==> config.mk <==
export PLATFORM = sky130hd
export DESIGN_NAME = ppc_port_control
export DESIGN_NICKNAME = d
export VERILOG_FILES = /design/src/verilog/ppc_pkg.sv /design/src/verilog/ppc_port_control.sv
export SDC_FILE = /design/constraint.sdc
export NUM_CORES = 1
export LEC_CHECK = 0
export BUFFER_PORTS_ARGS = -buffer_cell sky130_fd_sc_hd__buf_2
export CORE_UTILIZATION = 60
export DETAILED_ROUTE_END_ITERATION = 16
export HOLD_SLACK_MARGIN = 0.05
export PLACE_DENSITY = 0.88
export SYNTH_ARGS = -nofsm -noshare
export SYNTH_HDL_FRONTEND = slang
export SYNTH_SLANG_ARGS = --single-unit
export TNS_END_PERCENT = 30
==> constraint.sdc <==
create_clock -name clock -period 6.2 [get_ports clock]
set_clock_uncertainty 0.1 [all_clocks]
set_input_delay 0.62 -clock clock [delete_from_list [all_inputs] [get_ports clock]]
set_output_delay 0.62 -clock clock [all_outputs]
set_load 0.01 [all_outputs]
==> src/verilog/ppc_pkg.sv <==
// shared constants, types and register map of the port control block
package ppc_pkg;
  localparam int NPORT = 4;
  localparam int NFILT = 6;
  localparam int CLK_MHZ = 40;
  // glitch filter interval in ns, least time so rounded up
  localparam int FILT_NS = 1000;
  localparam int FILT_CYCLES = (FILT_NS * CLK_MHZ + 999) / 1000;
  localparam int FILT_W = 6;
  // overcurrent fault time in us, longest time so rounded down
  localparam int CUT_US = 62500;
  localparam int CUT_CYCLES = CUT_US * CLK_MHZ;
  localparam int CUT_W = 22;

  localparam logic [7:0] REG_EVENT_STATUS = 8'h00;
  localparam logic [7:0] REG_INTERRUPT_MASK = 8'h01;
  localparam logic [7:0] REG_PIN_STATE = 8'h11;
  localparam logic [7:0] REG_SHUTDOWN_MASK_CONFIG = 8'h17;
  localparam logic [7:0] REG_PORT_RESET_STROBE = 8'h1A;

  localparam int STB_RESET_ALL = 4;
  localparam int STB_INT_CLR0 = 6;
  localparam int STB_INT_CLR1 = 7;
  localparam int PIN_STANDALONE = 0;
  localparam int PIN_MIDSPAN = 1;
  localparam int PIN_GROUP_OFF = 2;

  localparam logic [2:0] ADDR_PREFIX = 3'h2;
  localparam logic [7:0] MASK_RST_HOST = 8'hFF;
  localparam logic [7:0] MASK_RST_STANDALONE = 8'h00;
  localparam logic [7:0] GROUP_RST = 8'h00;
  localparam logic [3:0] BITS_PER_BYTE = 4'h8;

  // filter slots
  localparam int FLT_RESET = 0;
  localparam int FLT_PORT0 = 1;
  localparam int FLT_GROUP = 5;

  typedef enum logic [1:0] {PORT_IDLE, PORT_START, PORT_ON} ppc_port_e;
  typedef enum logic [3:0] {
    I2C_IDLE, I2C_ADDR, I2C_ACK_A, I2C_PTR, I2C_ACK_P,
    I2C_WDATA, I2C_ACK_W, I2C_RDATA, I2C_RACK, I2C_IGNORE
  } ppc_i2c_e;

  typedef struct packed {
    logic over_cut;
    logic sig_ok;
    logic unplug;
    logic volt_low;
  } ppc_port_in_s;
endpackage

==> src/verilog/ppc_port_control.sv <==
// pin-level control of a quad power-sourcing controller with i2c slave
// Behaviour
// - chip reset low keeps ports off and restores all registers.
// - chip reset low pulses under 1us are ignored.
// - midspan input high selects midspan behaviour; defaults low.
// - interrupt output pulls low while any enabled event is pending.
// - writing bit 6 or 7 of the strobe register releases interrupt.
// - interrupt mask register bits suppress individual event sources.
// - interrupt level changes only between i2c transactions, except that a reset-all strobe write clears it at once.
// - slave address is 010 followed by the four address straps.
// - serial data is a separate sense input and open-drain drive.
// - port shutdown input turns port off like its strobe bit; filtered.
// - group shutdown turns off ports masked in config register; filtered.
// - standalone strap sets interrupt mask reset value; still writable later.
// - live standalone level reads at pin state bit 0.
// - fault timer counts while current exceeds overcurrent threshold.
// - timer expiry turns gate off and records timeout event.
// - power good set when port voltage falls below 2.4V.
// - power after valid signature; removed on unplug or fault.
// - faults during a transaction raise interrupt only after stop.
// - full reset at power-up or reset pin low; reset-all bit resets the rest but leaves the i2c slave running.
`timescale 1ns/100ps
module ppc_port_control #(
  parameter int FAULT_CYCLES = ppc_pkg::CUT_CYCLES
) (
  input wire logic clock,
  input wire logic srst,
  input wire logic clk_en,
  input wire logic reset_n_pin,
  input wire logic midspan_sel,
  input wire logic standalone_sel,
  input wire logic addr_strap_0,
  input wire logic addr_strap_1,
  input wire logic addr_strap_2,
  input wire logic addr_strap_3,
  input wire logic port_off_n_1,
  input wire logic port_off_n_2,
  input wire logic port_off_n_3,
  input wire logic port_off_n_4,
  input wire logic group_off_n,
  input wire logic scl,
  input wire logic serial_data_sense,
  output logic serial_data_drive,
  output logic serial_data_drive_oe,
  output logic int_n,
  output logic int_n_oe,
  input wire logic [3:0] current_sense_in,
  input wire logic [3:0] port_voltage_in,
  input wire logic [3:0] signature_ok,
  input wire logic [3:0] unplugged,
  output logic [3:0] fet_drive,
  output logic [3:0] power_good,
  output logic midspan_mode
);
  localparam int NP = ppc_pkg::NPORT;
  localparam int NF = ppc_pkg::NFILT;
  localparam logic [ppc_pkg::FILT_W-1:0] FILT_MAX =
    ppc_pkg::FILT_W'(ppc_pkg::FILT_CYCLES - 1);
  localparam logic [ppc_pkg::CUT_W-1:0] CUT_MAX =
    ppc_pkg::CUT_W'(FAULT_CYCLES - 1);

  // two-flop synchronisers for every outside input but clock, srst and clk_en
  logic [NF-1:0] flt_raw, flt_m, flt_s;
  logic [3:0] misc_m, misc_s, strap_m, strap_s;
  ppc_pkg::ppc_port_in_s [NP-1:0] pin_m, pin_s, pin_raw;
  logic scl_d, sda_d;

  assign flt_raw = {group_off_n, port_off_n_4, port_off_n_3, port_off_n_2,
                    port_off_n_1, reset_n_pin};
  always_comb begin
    for (int i = 0; i < NP; i++) begin
      pin_raw[i].over_cut = current_sense_in[i];
      pin_raw[i].sig_ok = signature_ok[i];
      pin_raw[i].unplug = unplugged[i];
      pin_raw[i].volt_low = port_voltage_in[i];
    end
  end

  always_ff @(posedge clock) begin
    if (clk_en) begin
      flt_m <= flt_raw;
      flt_s <= flt_m;
      misc_m <= {serial_data_sense, scl, standalone_sel, midspan_sel};
      misc_s <= misc_m;
      strap_m <= {addr_strap_3, addr_strap_2, addr_strap_1, addr_strap_0};
      strap_s <= strap_m;
      pin_m <= pin_raw;
      pin_s <= pin_m;
      scl_d <= misc_s[2];
      sda_d <= misc_s[3];
    end
  end

  wire mid_s = misc_s[0];
  wire stand_s = misc_s[1];
  wire scl_s = misc_s[2];
  wire sda_s = misc_s[3];

  // glitch filters: a low counts only after a full interval of holding
  logic [NF-1:0] flt_low;
  logic [ppc_pkg::FILT_W-1:0] flt_cnt [NF];
  genvar g;
  generate
    for (g = 0; g < NF; g++) begin : gen_filt
      always_ff @(posedge clock) begin
        if (srst) begin
          flt_cnt[g] <= '0;
          flt_low[g] <= 1'b0;
        end else if (clk_en) begin
          if (flt_s[g]) begin
            flt_cnt[g] <= '0;
            flt_low[g] <= 1'b0;
          end else if (flt_cnt[g] == FILT_MAX) begin
            flt_low[g] <= 1'b1;
          end else begin
            flt_cnt[g] <= flt_cnt[g] + 1'b1;
          end
        end
      end
      filt_hold_a: assert property (@(posedge clock) disable iff (srst)
        $rose(flt_low[g]) |-> $past(flt_cnt[g]) == FILT_MAX && !$past(flt_s[g]))
        else $error("filter released before full hold");
    end
  endgenerate

  // chip reset sources
  logic soft_rst;
  wire core_rst = srst | flt_low[ppc_pkg::FLT_RESET] | soft_rst;

  // i2c slave
  ppc_pkg::ppc_i2c_e i2c_st;
  logic [7:0] shift, tx, ptr;
  logic [3:0] bitcnt;
  logic rw, ack_ok, i2c_busy, wr_pulse;
  logic [7:0] wr_addr, wr_data;
  logic [7:0] interrupt_mask, shutdown_mask_config, ev_status;

  wire scl_rise = scl_s & ~scl_d;
  wire scl_fall = ~scl_s & scl_d;
  wire start_c = scl_s & scl_d & sda_d & ~sda_s;
  wire stop_c = scl_s & scl_d & ~sda_d & sda_s;
  wire [6:0] my_addr = {ppc_pkg::ADDR_PREFIX, strap_s};
  wire byte_done = bitcnt == ppc_pkg::BITS_PER_BYTE;

  function automatic logic [7:0] reg_read(
    input logic [7:0] a, input logic [7:0] msk, input logic [7:0] grp,
    input logic [7:0] ev, input logic st, input logic md, input logic go);
    logic [7:0] v;
    v = 8'h00;
    case (a)
      ppc_pkg::REG_EVENT_STATUS: v = ev;
      ppc_pkg::REG_INTERRUPT_MASK: v = msk;
      ppc_pkg::REG_SHUTDOWN_MASK_CONFIG: v = grp;
      ppc_pkg::REG_PIN_STATE: begin
        v[ppc_pkg::PIN_STANDALONE] = st;
        v[ppc_pkg::PIN_MIDSPAN] = md;
        v[ppc_pkg::PIN_GROUP_OFF] = go;
      end
      default: v = 8'h00;
    endcase
    return v;
  endfunction

  wire [7:0] rd_val = reg_read(ptr, interrupt_mask, shutdown_mask_config,
    ev_status, stand_s, mid_s, flt_low[ppc_pkg::FLT_GROUP]);

  always_ff @(posedge clock) begin
    if (srst || flt_low[ppc_pkg::FLT_RESET]) begin
      i2c_st <= ppc_pkg::I2C_IDLE;
      shift <= 8'h00;
      tx <= 8'h00;
      ptr <= 8'h00;
      bitcnt <= 4'h0;
      rw <= 1'b0;
      ack_ok <= 1'b0;
      i2c_busy <= 1'b0;
      serial_data_drive_oe <= 1'b0;
      wr_pulse <= 1'b0;
      wr_addr <= 8'h00;
      wr_data <= 8'h00;
    end else if (clk_en) begin
      wr_pulse <= 1'b0;
      if (start_c) begin
        i2c_st <= ppc_pkg::I2C_ADDR;
        bitcnt <= 4'h0;
        i2c_busy <= 1'b1;
        serial_data_drive_oe <= 1'b0;
      end else if (stop_c) begin
        i2c_st <= ppc_pkg::I2C_IDLE;
        i2c_busy <= 1'b0;
        serial_data_drive_oe <= 1'b0;
      end else if (scl_rise) begin
        case (i2c_st)
          ppc_pkg::I2C_ADDR, ppc_pkg::I2C_PTR, ppc_pkg::I2C_WDATA,
          ppc_pkg::I2C_RDATA: begin
            shift <= {shift[6:0], sda_s};
            bitcnt <= bitcnt + 1'b1;
          end
          ppc_pkg::I2C_RACK: ack_ok <= ~sda_s;
          default: ;
        endcase
      end else if (scl_fall) begin
        case (i2c_st)
          ppc_pkg::I2C_ADDR: if (byte_done) begin
            if (shift[7:1] == my_addr) begin
              rw <= shift[0];
              serial_data_drive_oe <= 1'b1;
              i2c_st <= ppc_pkg::I2C_ACK_A;
            end else begin
              i2c_st <= ppc_pkg::I2C_IGNORE;
            end
          end
          ppc_pkg::I2C_ACK_A: begin
            bitcnt <= 4'h0;
            if (rw) begin
              serial_data_drive_oe <= ~rd_val[7];
              tx <= {rd_val[6:0], 1'b0};
              i2c_st <= ppc_pkg::I2C_RDATA;
            end else begin
              serial_data_drive_oe <= 1'b0;
              i2c_st <= ppc_pkg::I2C_PTR;
            end
          end
          ppc_pkg::I2C_PTR: if (byte_done) begin
            ptr <= shift;
            serial_data_drive_oe <= 1'b1;
            i2c_st <= ppc_pkg::I2C_ACK_P;
          end
          ppc_pkg::I2C_WDATA: if (byte_done) begin
            wr_pulse <= 1'b1;
            wr_addr <= ptr;
            wr_data <= shift;
            serial_data_drive_oe <= 1'b1;
            i2c_st <= ppc_pkg::I2C_ACK_W;
          end
          ppc_pkg::I2C_ACK_P, ppc_pkg::I2C_ACK_W: begin
            bitcnt <= 4'h0;
            serial_data_drive_oe <= 1'b0;
            i2c_st <= ppc_pkg::I2C_WDATA;
          end
          ppc_pkg::I2C_RDATA: begin
            if (byte_done) begin
              serial_data_drive_oe <= 1'b0;
              i2c_st <= ppc_pkg::I2C_RACK;
            end else begin
              serial_data_drive_oe <= ~tx[7];
              tx <= {tx[6:0], 1'b0};
            end
          end
          ppc_pkg::I2C_RACK: begin
            bitcnt <= 4'h0;
            if (ack_ok) begin
              serial_data_drive_oe <= ~rd_val[7];
              tx <= {rd_val[6:0], 1'b0};
              i2c_st <= ppc_pkg::I2C_RDATA;
            end else begin
              i2c_st <= ppc_pkg::I2C_IGNORE;
            end
          end
          default: ;
        endcase
      end
    end
  end

  ack_addr_a: assert property (@(posedge clock) disable iff (srst)
    i2c_st == ppc_pkg::I2C_ADDR && scl_fall && byte_done && !start_c &&
    !stop_c && shift[7:1] != my_addr |=> !serial_data_drive_oe)
    else $error("acknowledged a foreign address");

  // serial data drive pin only ever pulls low
  always_ff @(posedge clock) begin
    serial_data_drive <= 1'b0;
    int_n <= 1'b0;
  end

  // register writes and strobes
  logic [3:0] port_strobe;
  logic int_clr;
  wire wr_strobe = wr_pulse && wr_addr == ppc_pkg::REG_PORT_RESET_STROBE;

  always_ff @(posedge clock) begin
    if (core_rst) begin
      // standalone strap picks the initial interrupt mask
      interrupt_mask <= stand_s ? ppc_pkg::MASK_RST_STANDALONE
                                : ppc_pkg::MASK_RST_HOST;
      shutdown_mask_config <= ppc_pkg::GROUP_RST;
      port_strobe <= 4'h0;
      int_clr <= 1'b0;
      soft_rst <= 1'b0;
    end else if (clk_en) begin
      port_strobe <= wr_strobe ? wr_data[3:0] : 4'h0;
      int_clr <= wr_strobe && (wr_data[ppc_pkg::STB_INT_CLR0] ||
                               wr_data[ppc_pkg::STB_INT_CLR1]);
      soft_rst <= wr_strobe && wr_data[ppc_pkg::STB_RESET_ALL];
      if (wr_pulse && wr_addr == ppc_pkg::REG_INTERRUPT_MASK)
        interrupt_mask <= wr_data;
      if (wr_pulse && wr_addr == ppc_pkg::REG_SHUTDOWN_MASK_CONFIG)
        shutdown_mask_config <= wr_data;
    end
  end

  always_ff @(posedge clock) begin
    if (core_rst) begin
      midspan_mode <= 1'b0;
    end else if (clk_en) begin
      midspan_mode <= mid_s;
    end
  end

  // per-port power and fault handling
  ppc_pkg::ppc_port_e port_st [NP];
  logic [ppc_pkg::CUT_W-1:0] cut_cnt [NP];
  logic [NP-1:0] kill, ev_cut, ev_start;

  generate
    for (g = 0; g < NP; g++) begin : gen_port
      assign kill[g] = flt_low[ppc_pkg::FLT_PORT0 + g] | port_strobe[g] |
        (flt_low[ppc_pkg::FLT_GROUP] & shutdown_mask_config[g]);
      wire expire = pin_s[g].over_cut && cut_cnt[g] == CUT_MAX;

      always_ff @(posedge clock) begin
        if (core_rst) begin
          port_st[g] <= ppc_pkg::PORT_IDLE;
          cut_cnt[g] <= '0;
          fet_drive[g] <= 1'b0;
          power_good[g] <= 1'b0;
          ev_cut[g] <= 1'b0;
          ev_start[g] <= 1'b0;
        end else if (clk_en) begin
          ev_cut[g] <= 1'b0;
          ev_start[g] <= 1'b0;
          if (!pin_s[g].over_cut || port_st[g] == ppc_pkg::PORT_IDLE)
            cut_cnt[g] <= '0;
          else if (!expire)
            cut_cnt[g] <= cut_cnt[g] + 1'b1;
          case (port_st[g])
            ppc_pkg::PORT_IDLE:
              if (!kill[g] && pin_s[g].sig_ok) begin
                port_st[g] <= ppc_pkg::PORT_START;
                fet_drive[g] <= 1'b1;
              end
            ppc_pkg::PORT_START, ppc_pkg::PORT_ON: begin
              if (kill[g] || expire || pin_s[g].unplug) begin
                port_st[g] <= ppc_pkg::PORT_IDLE;
                fet_drive[g] <= 1'b0;
                ev_cut[g] <= expire && port_st[g] == ppc_pkg::PORT_ON;
                ev_start[g] <= expire && port_st[g] == ppc_pkg::PORT_START;
              end else if (pin_s[g].volt_low) begin
                port_st[g] <= ppc_pkg::PORT_ON;
              end
            end
            default: port_st[g] <= ppc_pkg::PORT_IDLE;
          endcase
          power_good[g] <= pin_s[g].volt_low &&
            port_st[g] != ppc_pkg::PORT_IDLE;
        end
      end

      port_kill_a: assert property (@(posedge clock) disable iff (srst)
        clk_en && kill[g] && !core_rst |=> !fet_drive[g] &&
        port_st[g] == ppc_pkg::PORT_IDLE)
        else $error("port stayed powered under shutdown");
      fault_exp_a: assert property (@(posedge clock) disable iff (srst)
        clk_en && !core_rst && expire && port_st[g] != ppc_pkg::PORT_IDLE
        |=> !fet_drive[g] ##1 (ev_status[g] || ev_status[g + NP]))
        else $error("fault expiry did not turn port off");
      pg_level_a: assert property (@(posedge clock) disable iff (srst)
        power_good[g] |-> $past(pin_s[g].volt_low))
        else $error("power good without low port voltage");
      fet_reset_a: assert property (@(posedge clock) disable iff (srst)
        core_rst |=> !fet_drive[g] ##1 !fet_drive[g] || !core_rst)
        else $error("port powered during reset");
    end
  endgenerate

  // events, mask and interrupt pin
  wire [7:0] ev_set = {ev_start, ev_cut};
  wire pending = |(ev_status & interrupt_mask);

  always_ff @(posedge clock) begin
    if (core_rst) begin
      ev_status <= 8'h00;
      int_n_oe <= 1'b0;
    end else if (clk_en) begin
      // a new event in the clearing cycle survives
      ev_status <= (int_clr ? 8'h00 : ev_status) | ev_set;
      if (!i2c_busy)
        int_n_oe <= pending;
    end
  end

  int_hold_a: assert property (@(posedge clock) disable iff (core_rst)
    i2c_busy && $past(i2c_busy) |-> $stable(int_n_oe))
    else $error("interrupt changed during a transaction");
  int_mask_a: assert property (@(posedge clock) disable iff (core_rst)
    $rose(int_n_oe) |-> $past(pending) && !$past(i2c_busy))
    else $error("interrupt from masked event");
  int_clear_a: assert property (@(posedge clock) disable iff (core_rst)
    clk_en && int_clr && ev_set == 8'h00 |=> ev_status == 8'h00)
    else $error("events not cleared by strobe");
endmodule
==> results.cfg, run 1 <==
[run_status]
status = completed

[pwr]
seq_power_share_pct = 51.7
pwr-share-comb_pct = 5.5
clock_power_share_pct = 42.8
vdd_drop_max_v = 0.000267
powerDensity_nw_per_um2 = 283
power_leakage_nw = 5.70
p_int_w = 0.00348
p_sw_w = 0.000991
swShare_pct = 22.1

[logic_synthesis]
syn_area_per_cell_sq_um = 10.9
ys.flop_type = edfxtp_1
synth-seq-cells = 300
yosysWarnings = 0
synth_top_area_cell = edfxtp_1
async_flop_share_pct = 0
synth-edff-count = 202
yosys-top-cells-area = edfxtp_1, dfxtp_1, nor2_1, xnor2_1, xor2_1
synth_top_cells_by_count = nor2_1, edfxtp_1, dfxtp_1
synthCells = 1307
ys_seq_area_share_pct = 56.2
synth_cell_types = 79
netlist_area_sq_um = 14300
synth_most_common_cell = nor2_1
synth_top_area_share_pct = 42.4

[cts]
cts-root-buf = clkbuf_16
cts.clk_slew.worst_paths_ps = 60
cts_tree = built
clk_path_buf_depth = 3
cts_setup_buffers = 0
hold_buffers = 0
cts-resized-gates = 0
htree_levels = 1
clock_sinks = 300
numCtsBuffers = 31
insertion_delay_ps = 560

[floorplan]
initial_core_util_pct = 61.1
core_area_sq_um = 23400
die_width_um = 156
fp.dieH_um = 156
pin_count = 46
die_area_sq_um = 24400
rows = 56

[cells_and_area]
num_antenna_cells = 0
fillers = 1696
nets = 1400
drive_above_1_share_pct = 9.51
syn_to_final_growth_pct = 10.5

[route]
first_pass_iters = 6
drc = 0
wl_um = 27600
via_per_inst = 5.88
drtAntennaViolNets = 0
wire_per_inst_um = 16.5
vias = 9849
first_iter_violations = 780

[place]
hpwlAfterDp_um = 18200
finalWeightedCongestion = 0.841
dp_worst_setup_slack_ps = 2640
io_buffers = 43

[sta]
whs_ps = 135
period_minus_slack_ps = 3090
max_freq_mhz = 324
rsz0062_at_grt = no
hold_viol_final = 0
finalSetupViolCount = 0
slew_headroom_pct = 24.0
worst_slack_ps = 3110
worst_pin_slew_ps = 1140
slew_violations = 0
min_period_over_period_pct = 49.8
tns_ps = 0

[hold_path]
hp-class = in -> reg

[grt]
grt_pass1_wl_um = 45700
grt_max_degree = 63
grt_use_total_pct = 23.0
grt_antenna_before_repair = 0
overflow = 0
grt_pass1_vias = 9369

[worst_setup_path]
critPathKind = reg -> reg
slowest_stage = or4b_1
arrival_ps = 3370
setup.worst_path.start_class = flip-flop
cp_slowest_stage_delay_ps = 940
crit_chain = or2_1, buf_4, nor2_4, nand2_1, or4b_1, nor2_1
end_kind = flip-flop
crit_required_ps = 6490
crit_fanout = 46
reg2reg_slack_ps = 3110

[flow_run]
max-cap-violations = 0
-- cells by family after synthesis --
logic type	synth area share, %
AO/OA/AOI/OAI	8.65
XOR/XNOR	6.68
adder cells (fa/ha/maj)	3.15
buffers and inverters	2.77
flip-flops	56.2
multiplexers	3.25
other	0.0262
AND/OR/NAND/NOR	19.3
-- per-stage QoR --
step / std cells / power [W] / cell area, sq um / utilization (%)
6_report: 1675 / 0.00448 / 15800 / 67.5
5_1_grt: 1675 / 0.00461 / 15800 / 67.5
3_5_place_dp: 1617 / 0.00259 / 14700 / 62.8
3_3_place_gp: 1617 / 0.00258 / 14700 / 62.8
2_1_floorplan: 1308 / 0.00251 / 14300 / -
4_1_cts: 1675 / 0.00449 / 15800 / 67.5
-- power by group through the flow --
stage	combinational (W)	clock, W	sequential, W
global route	0.000273	0.00201	0.00233
CTS	0.000244	0.00193	0.00231
finish	0.000244	0.00192	0.00232
floorplan	0.000178	0	0.00233
detailed placement	0.000240	0	0.00235
global placement	0.000231	0	0.00235
-- registers in the layout, summed over array words and instances, names as in the netlist, 7 cells and up --
name,count
flt_cnt,36
interrupt_mask,8
wr_addr,8
wr_data,8
tx,7
cut_cnt,88
pin_s,16
ev_status,8
port_st,8
pin_m,16
ptr,8
shift,8
shutdown_mask_config,8
-- path summary, 6_finish.rpt --
| kind | from | to | cells after the start |
|---|---|---|---|
| worst max-delay path | flt_low[0]$_SDFFE_PP0P_ | cut_cnt[1][18]$_SDFFCE_PN0P_ | 6 |
| worst min-delay path | serial_data_sense | misc_m[3]$_DFFE_PP_ | 1 |
| worst max register to register | flt_low[0]$_SDFFE_PP0P_ | cut_cnt[1][18]$_SDFFCE_PN0P_ | 6 |
| worst min register to register | strap_m[3]$_DFFE_PP_ | strap_s[3]$_DFFE_PP_ | 0 |
-- cell usage in the layout (no fill, tap or decap), types with 9 or more instances in the layout --
cell type    n
nand4b_1    10
clkbuf_16   37
nor3_1      33
a22o_1       9
and3_1      18
buf_2       42
nor4b_1      9
xor2_1      52
or3_1       17
inv_1       36
ha_1        36
mux2i_1     43
nand2_1     66
edfxtp_1   202
nand3_1     61
nor4_1      14
o21ai_0     20
nand2b_1    13
a21oi_1     38
a211oi_1    14
o21a_1      11
dfxtp_1     98
nor2_1     223
a22oi_1     19
xnor2_1     57
nand4_1     25
-- worst max-delay path: cells and delay by family, from the launching register on --
family	cells	cell delay, ps
buffers and inverters	1	280
flip-flops	1	350
AND/OR/NAND/NOR	5	2160
-- metal layers --
metal	part of all wire, %	track usage [%]	vias to the layer above	wire, um
li1	-	-	4798	-
met1	45	31.4	4711	12500
met2	47	38.0	287	13100
met3	4.8	3.10	53	1330
met4	2.5	7.14	0	688
met5	0	0	-	0
-- final cells by class --
class / instances / area [sq um] / share of cell area (%)
clock buffers: 46 / 992 / 6.28
clock inverters: 12 / 97.6 / 0.618
inverters: 37 / 139 / 0.880
multi-input cells: 914 / 5890 / 37.3
flip-flops and latches: 300 / 8030 / 50.8
well taps: 319 / 399 / 2.53
repair buffers: 47 / 248 / 1.57
Note: power is estimated with default switching activity, not from simulation.
==> run 2, diff against run 1 <==
- clock period: 6.2 -> 3.2 ns (I/O delays scaled with it)
==> run 2 against run 1 <==
Worst setup slack got worse by 2700 ps. Via count increased by 2.4%. First-iteration DRC count increased by 7.3%. Largest cell class unchanged.
==> results.cfg, run 2 (synthesized netlist as in run 1, its figures left out) <==
[run_status]
status = completed

[grt]
grt_use_total_pct = 24.4
grt_max_degree = 78
overflow = 0
grt_pass1_wl_um = 48100
grt_pass1_vias = 9900
grt_antenna_before_repair = 0

[worst_setup_path]
regToRegStartpoint = cut_cnt[0][14]$_SDFFCE_PN0P_
crit_required_ps = 3300
crit_fanout = 22
crit_start = cut_cnt[0][14]$_SDFFCE_PN0P_
setup.worst_path.start_class = flip-flop
critPathKind = reg -> reg
reg2reg_slack_ps = 440
r2r_cells = 4
r2r-end = cut_cnt[0][15]$_SDFFCE_PN0P_
endpoint = cut_cnt[0][15]$_SDFFCE_PN0P_
arrival_ps = 2860
end_kind = flip-flop

[cts]
cts-resized-gates = 0
cts-root-buf = clkbuf_16
clock_sinks = 300
insertion_delay_ps = 570
numCtsBuffers = 30
clk_path_buf_depth = 3
htree_levels = 1
cts.clk_slew.worst_paths_ps = 70
cts_tree = built

[floorplan]
initial_core_util_pct = 61.1
rows = 56
fp.dieH_um = 156
core_area_sq_um = 23400
pin_count = 46
die_width_um = 156
die_area_sq_um = 24400

[place]
hpwlAfterDp_um = 18700
finalWeightedCongestion = 0.850
io_buffers = 43

[hold_path]
hp-start = clk_en
hp-class = in -> reg

[cells_and_area]
largest_reg_flops = 88
final_common_cell = nor2_1
post-route-util_pct = 68.7
drive_above_1_share_pct = 9.47
top_regs = cut_cnt: 88 flops, flt_cnt: 36 flops
regMostFlops = cut_cnt
final_cell_mix = nor2_1, edfxtp_1, dfxtp_1
nets = 1439
num_antenna_cells = 0
syn_to_final_growth_pct = 12.4

[sta]
slew_headroom_pct = 23.9
hold_viol_final = 0
period_minus_slack_ps = 2760
min_period_over_period_pct = 86.3
max_freq_mhz = 362
slew_violations = 0
tns_ps = 0
finalSetupViolCount = 0
rsz0062_at_grt = no
worst_pin_slew_ps = 1140

[route]
via_per_inst = 5.89
wl_um = 29000
drtAntennaViolNets = 0
wire_per_inst_um = 16.9
drc = 0
vias = 10100
first_pass_iters = 5
first_iter_violations = 837

[flow_run]
max-cap-violations = 0

[pwr]
power_leakage_nw = 5.82
powerDensity_nw_per_um2 = 524
vdd_drop_max_v = 0.000485
## run 2: changes by cell type in the layout (fill, tap and decap cells not counted), sizes merged
cell	before	now
clkinvlp	2	0
inv	38	37
clkbuf	46	47
clkinv	8	9
dlygate4sd3	0	31
bufinv	1	0
buf	47	56
## run 2: worst min path at each step
stage	cells past startpoint	slack, ps	to
floorplan	0	300	flt_s[0]$_DFFE_PP_
CTS	1	60	strap_m[0]$_DFFE_PP_
detailed placement	0	300	pin_s[14]$_DFFE_PP_
global route	1	60	strap_m[0]$_DFFE_PP_
global placement	0	300	pin_s[8]$_DFFE_PP_
finish	1	70	misc_m[2]$_DFFE_PP_
## run 2: cell type report
type / count / area, sq um
clock buffers: 47 / 905
clock inverters: 9 / 80.1
fillers: 1633 / 7330
inverters: 37 / 139
multi-input cells: 914 / 5890
flip-flops and latches: 300 / 8030
well taps: 319 / 399
repair buffers: 87 / 638
## run 2: critical path, cell delays in order (launching register included)
cell and delay, ps:
edfxtp_1 470, or4b_1 550, or4_4 530, nor4b_1 360, o21ai_2 380
## run 2: metal layers
layer / global-route usage, % / share of wire [%]
met1: 31.8 / 43
met2: 42.1 / 49
met3: 3.05 / 4.9
met4: 8.22 / 2.7
met5: 0 / 0
## run 2: power breakdown
part           internal [W]  switching [W]  leakage (nW)
logic              0.000216       0.000301          2.39
registers           0.00433       0.000152          2.94
clock network       0.00195        0.00147         0.489
## run 2: timing repair
item                                   4_1_cts  5_1_grt
setup buffers                                0        0
hold buffers                                31        0
endpoints found under the hold margin       33        0
## run 2: per-stage QoR
step | cells | hold slack, ps | total power (W) | setup slack [ps] | instance area, sq um
after floorplan | 1308 | 300 | 0.00487 | 17.2 | 14300
after global placement | 1626 | 302 | 0.00501 | 466 | 14800
after detailed placement | 1626 | 305 | 0.00504 | 437 | 14800
after CTS | 1713 | 57.6 | 0.00847 | 411 | 16100
after global routing | 1713 | 61.7 | 0.00869 | 252 | 16100
final | 1713 | 70.9 | 0.00843 | 438 | 16100
==> run 3, diff against run 2 <==
- MAX_ROUTING_LAYER: default -> met4
==> run 3 against run 2 <==
Die area unchanged. Critical path depth unchanged. Core utilization unchanged. Highest routed layer unchanged. Largest cell class unchanged. Power about the same. Critical path type unchanged. Count of clock-buffer cells in the layout unchanged.
==> results.cfg, run 3 (synthesized netlist as in run 1, its figures left out) <==
[run_status]
status = completed

[cells_and_area]
multi_input_area_sq_um = 5890
drive_above_1_share_pct = 9.47
final_cell_mix = nor2_1, edfxtp_1, dfxtp_1
final_common_cell = nor2_1
regMostFlops = cut_cnt
nets = 1439
largest_reg_flops = 88
syn_to_final_growth_pct = 12.4
area.sequential_sq_um = 8030
num_antenna_cells = 0
fillers = 1633
top_regs = cut_cnt: 88 flops, flt_cnt: 36 flops

[grt]
grt_max_degree = 78
grt_antenna_before_repair = 0
grt_pass1_wl_um = 48100
grt_pass1_vias = 9904
grt_use_total_pct = 25.1
overflow = 0

[floorplan]
die_width_um = 156
rows = 56
initial_core_util_pct = 61.1
core_area_sq_um = 23400
pin_count = 46
fp.dieH_um = 156
die_area_sq_um = 24400

[pwr]
p_sw_w = 0.00192
pwr-share-comb_pct = 6.1
p_int_w = 0.00650
power_leakage_nw = 5.82
clock_power_share_pct = 40.6
swShare_pct = 22.8
vdd_drop_max_v = 0.000486
powerDensity_nw_per_um2 = 524
seq_power_share_pct = 53.2

[sta]
whs_ps = 70.4
period_minus_slack_ps = 2760
hold_viol_final = 0
worst_pin_slew_ps = 1130
finalSetupViolCount = 0
slew_headroom_pct = 24.8
min_period_over_period_pct = 86.1
tns_ps = 0
slew_violations = 0
max_freq_mhz = 363
rsz0062_at_grt = no

[cts]
cts_tree = built
cts.clk_slew.worst_paths_ps = 70
htree_levels = 1
cts_setup_buffers = 0
clk_path_buf_depth = 3
cts-root-buf = clkbuf_16
insertion_delay_ps = 570
clock_sinks = 300
numCtsBuffers = 30

[worst_setup_path]
r2r_cells = 4
setup.worst_path.start_class = flip-flop
reg2reg_slack_ps = 440
arrival_ps = 2850
critPathKind = reg -> reg
endpoint = cut_cnt[0][8]$_SDFFCE_PN0P_
regToRegStartpoint = cut_cnt[0][14]$_SDFFCE_PN0P_
crit_fanout = 22
crit_start = cut_cnt[0][14]$_SDFFCE_PN0P_
crit_required_ps = 3300
end_kind = flip-flop
r2r-end = cut_cnt[0][8]$_SDFFCE_PN0P_

[route]
via_per_inst = 5.90
drc = 0
drtAntennaViolNets = 0
wire_per_inst_um = 16.9
first_pass_iters = 8
vias = 10100
first_iter_violations = 886
wl_um = 29000

[place]
io_buffers = 43
hpwlAfterDp_um = 18700
finalWeightedCongestion = 0.863

[hold_path]
hp-class = in -> reg

[flow_run]
max-cap-violations = 0
==> run 3: how the worst min path moves through the flow <==
| stage | slack (ps) | endpoint | from | cells past startpoint |
|---|---|---|---|---|
| after floorplan | 300 | flt_s[0]$_DFFE_PP_ | flt_m[0]$_DFFE_PP_ | 0 |
| after global placement | 300 | pin_s[8]$_DFFE_PP_ | pin_m[8]$_DFFE_PP_ | 0 |
| after detailed placement | 300 | pin_s[14]$_DFFE_PP_ | pin_m[14]$_DFFE_PP_ | 0 |
| after CTS | 60 | strap_m[0]$_DFFE_PP_ | clk_en | 1 |
| after global routing | 60 | strap_m[0]$_DFFE_PP_ | clk_en | 1 |
| final | 70 | sda_d$_DFFE_PP_ | clk_en | 1 |
==> run 3: per-stage QoR <==
step | area, sq um | util (%) | setup WS (ps) | instances | total power, W
final | 16100 | 68.7 | 444 | 1713 | 0.00843
after CTS | 16100 | 68.7 | 411 | 1713 | 0.00847
after floorplan | 14300 | - | 17.2 | 1308 | 0.00487
after detailed placement | 14800 | 63.2 | 437 | 1626 | 0.00504
after global placement | 14800 | 63.2 | 466 | 1626 | 0.00501
after global routing | 16100 | 68.7 | 244 | 1713 | 0.00869
==> run 3: layout make-up <==
| type | count | share of cell area (%) |
|---|---|---|
| clock buffers | 47 | 5.63 |
| well taps | 319 | 2.48 |
| repair buffers | 87 | 3.97 |
| clock inverters | 9 | 0.498 |
| inverters | 37 | 0.864 |
| flip-flops and latches | 300 | 49.9 |
| multi-input cells | 914 | 36.6 |
==> run 3: timing repair <==
item | 4_1_cts | 5_1_grt
endpoints found under the hold margin | 33 | 0
resized for setup | 0 | 0
hold buffers | 31 | 0
==> run 3: worst max-delay path: stages, from the launching register on <==
cell and delay (ps):
edfxtp_1 470, or4b_1 550, or4_4 530, nor4b_1 360, o21ai_2 370
==> run 3: power groups by stage <==
stage,Clock (W),Sequential [W],Combinational [W]
final,0.00342,0.00449,0.000518
after global routing,0.00361,0.00451,0.000578
after CTS,0.00347,0.00448,0.000514
after detailed placement,0,0.00456,0.000479
after global placement,0,0.00455,0.000459
after floorplan,0,0.00452,0.000345
==> run 3: per-layer routing <==
metal  GRT usage [%]  up-vias  share of wire (%)
li1                -     4871                  -
met1            31.8     4871                 44
met2            42.1      302                 49
met3            3.05       63                4.7
met4            8.22        0                2.7
met5               -        -                  0
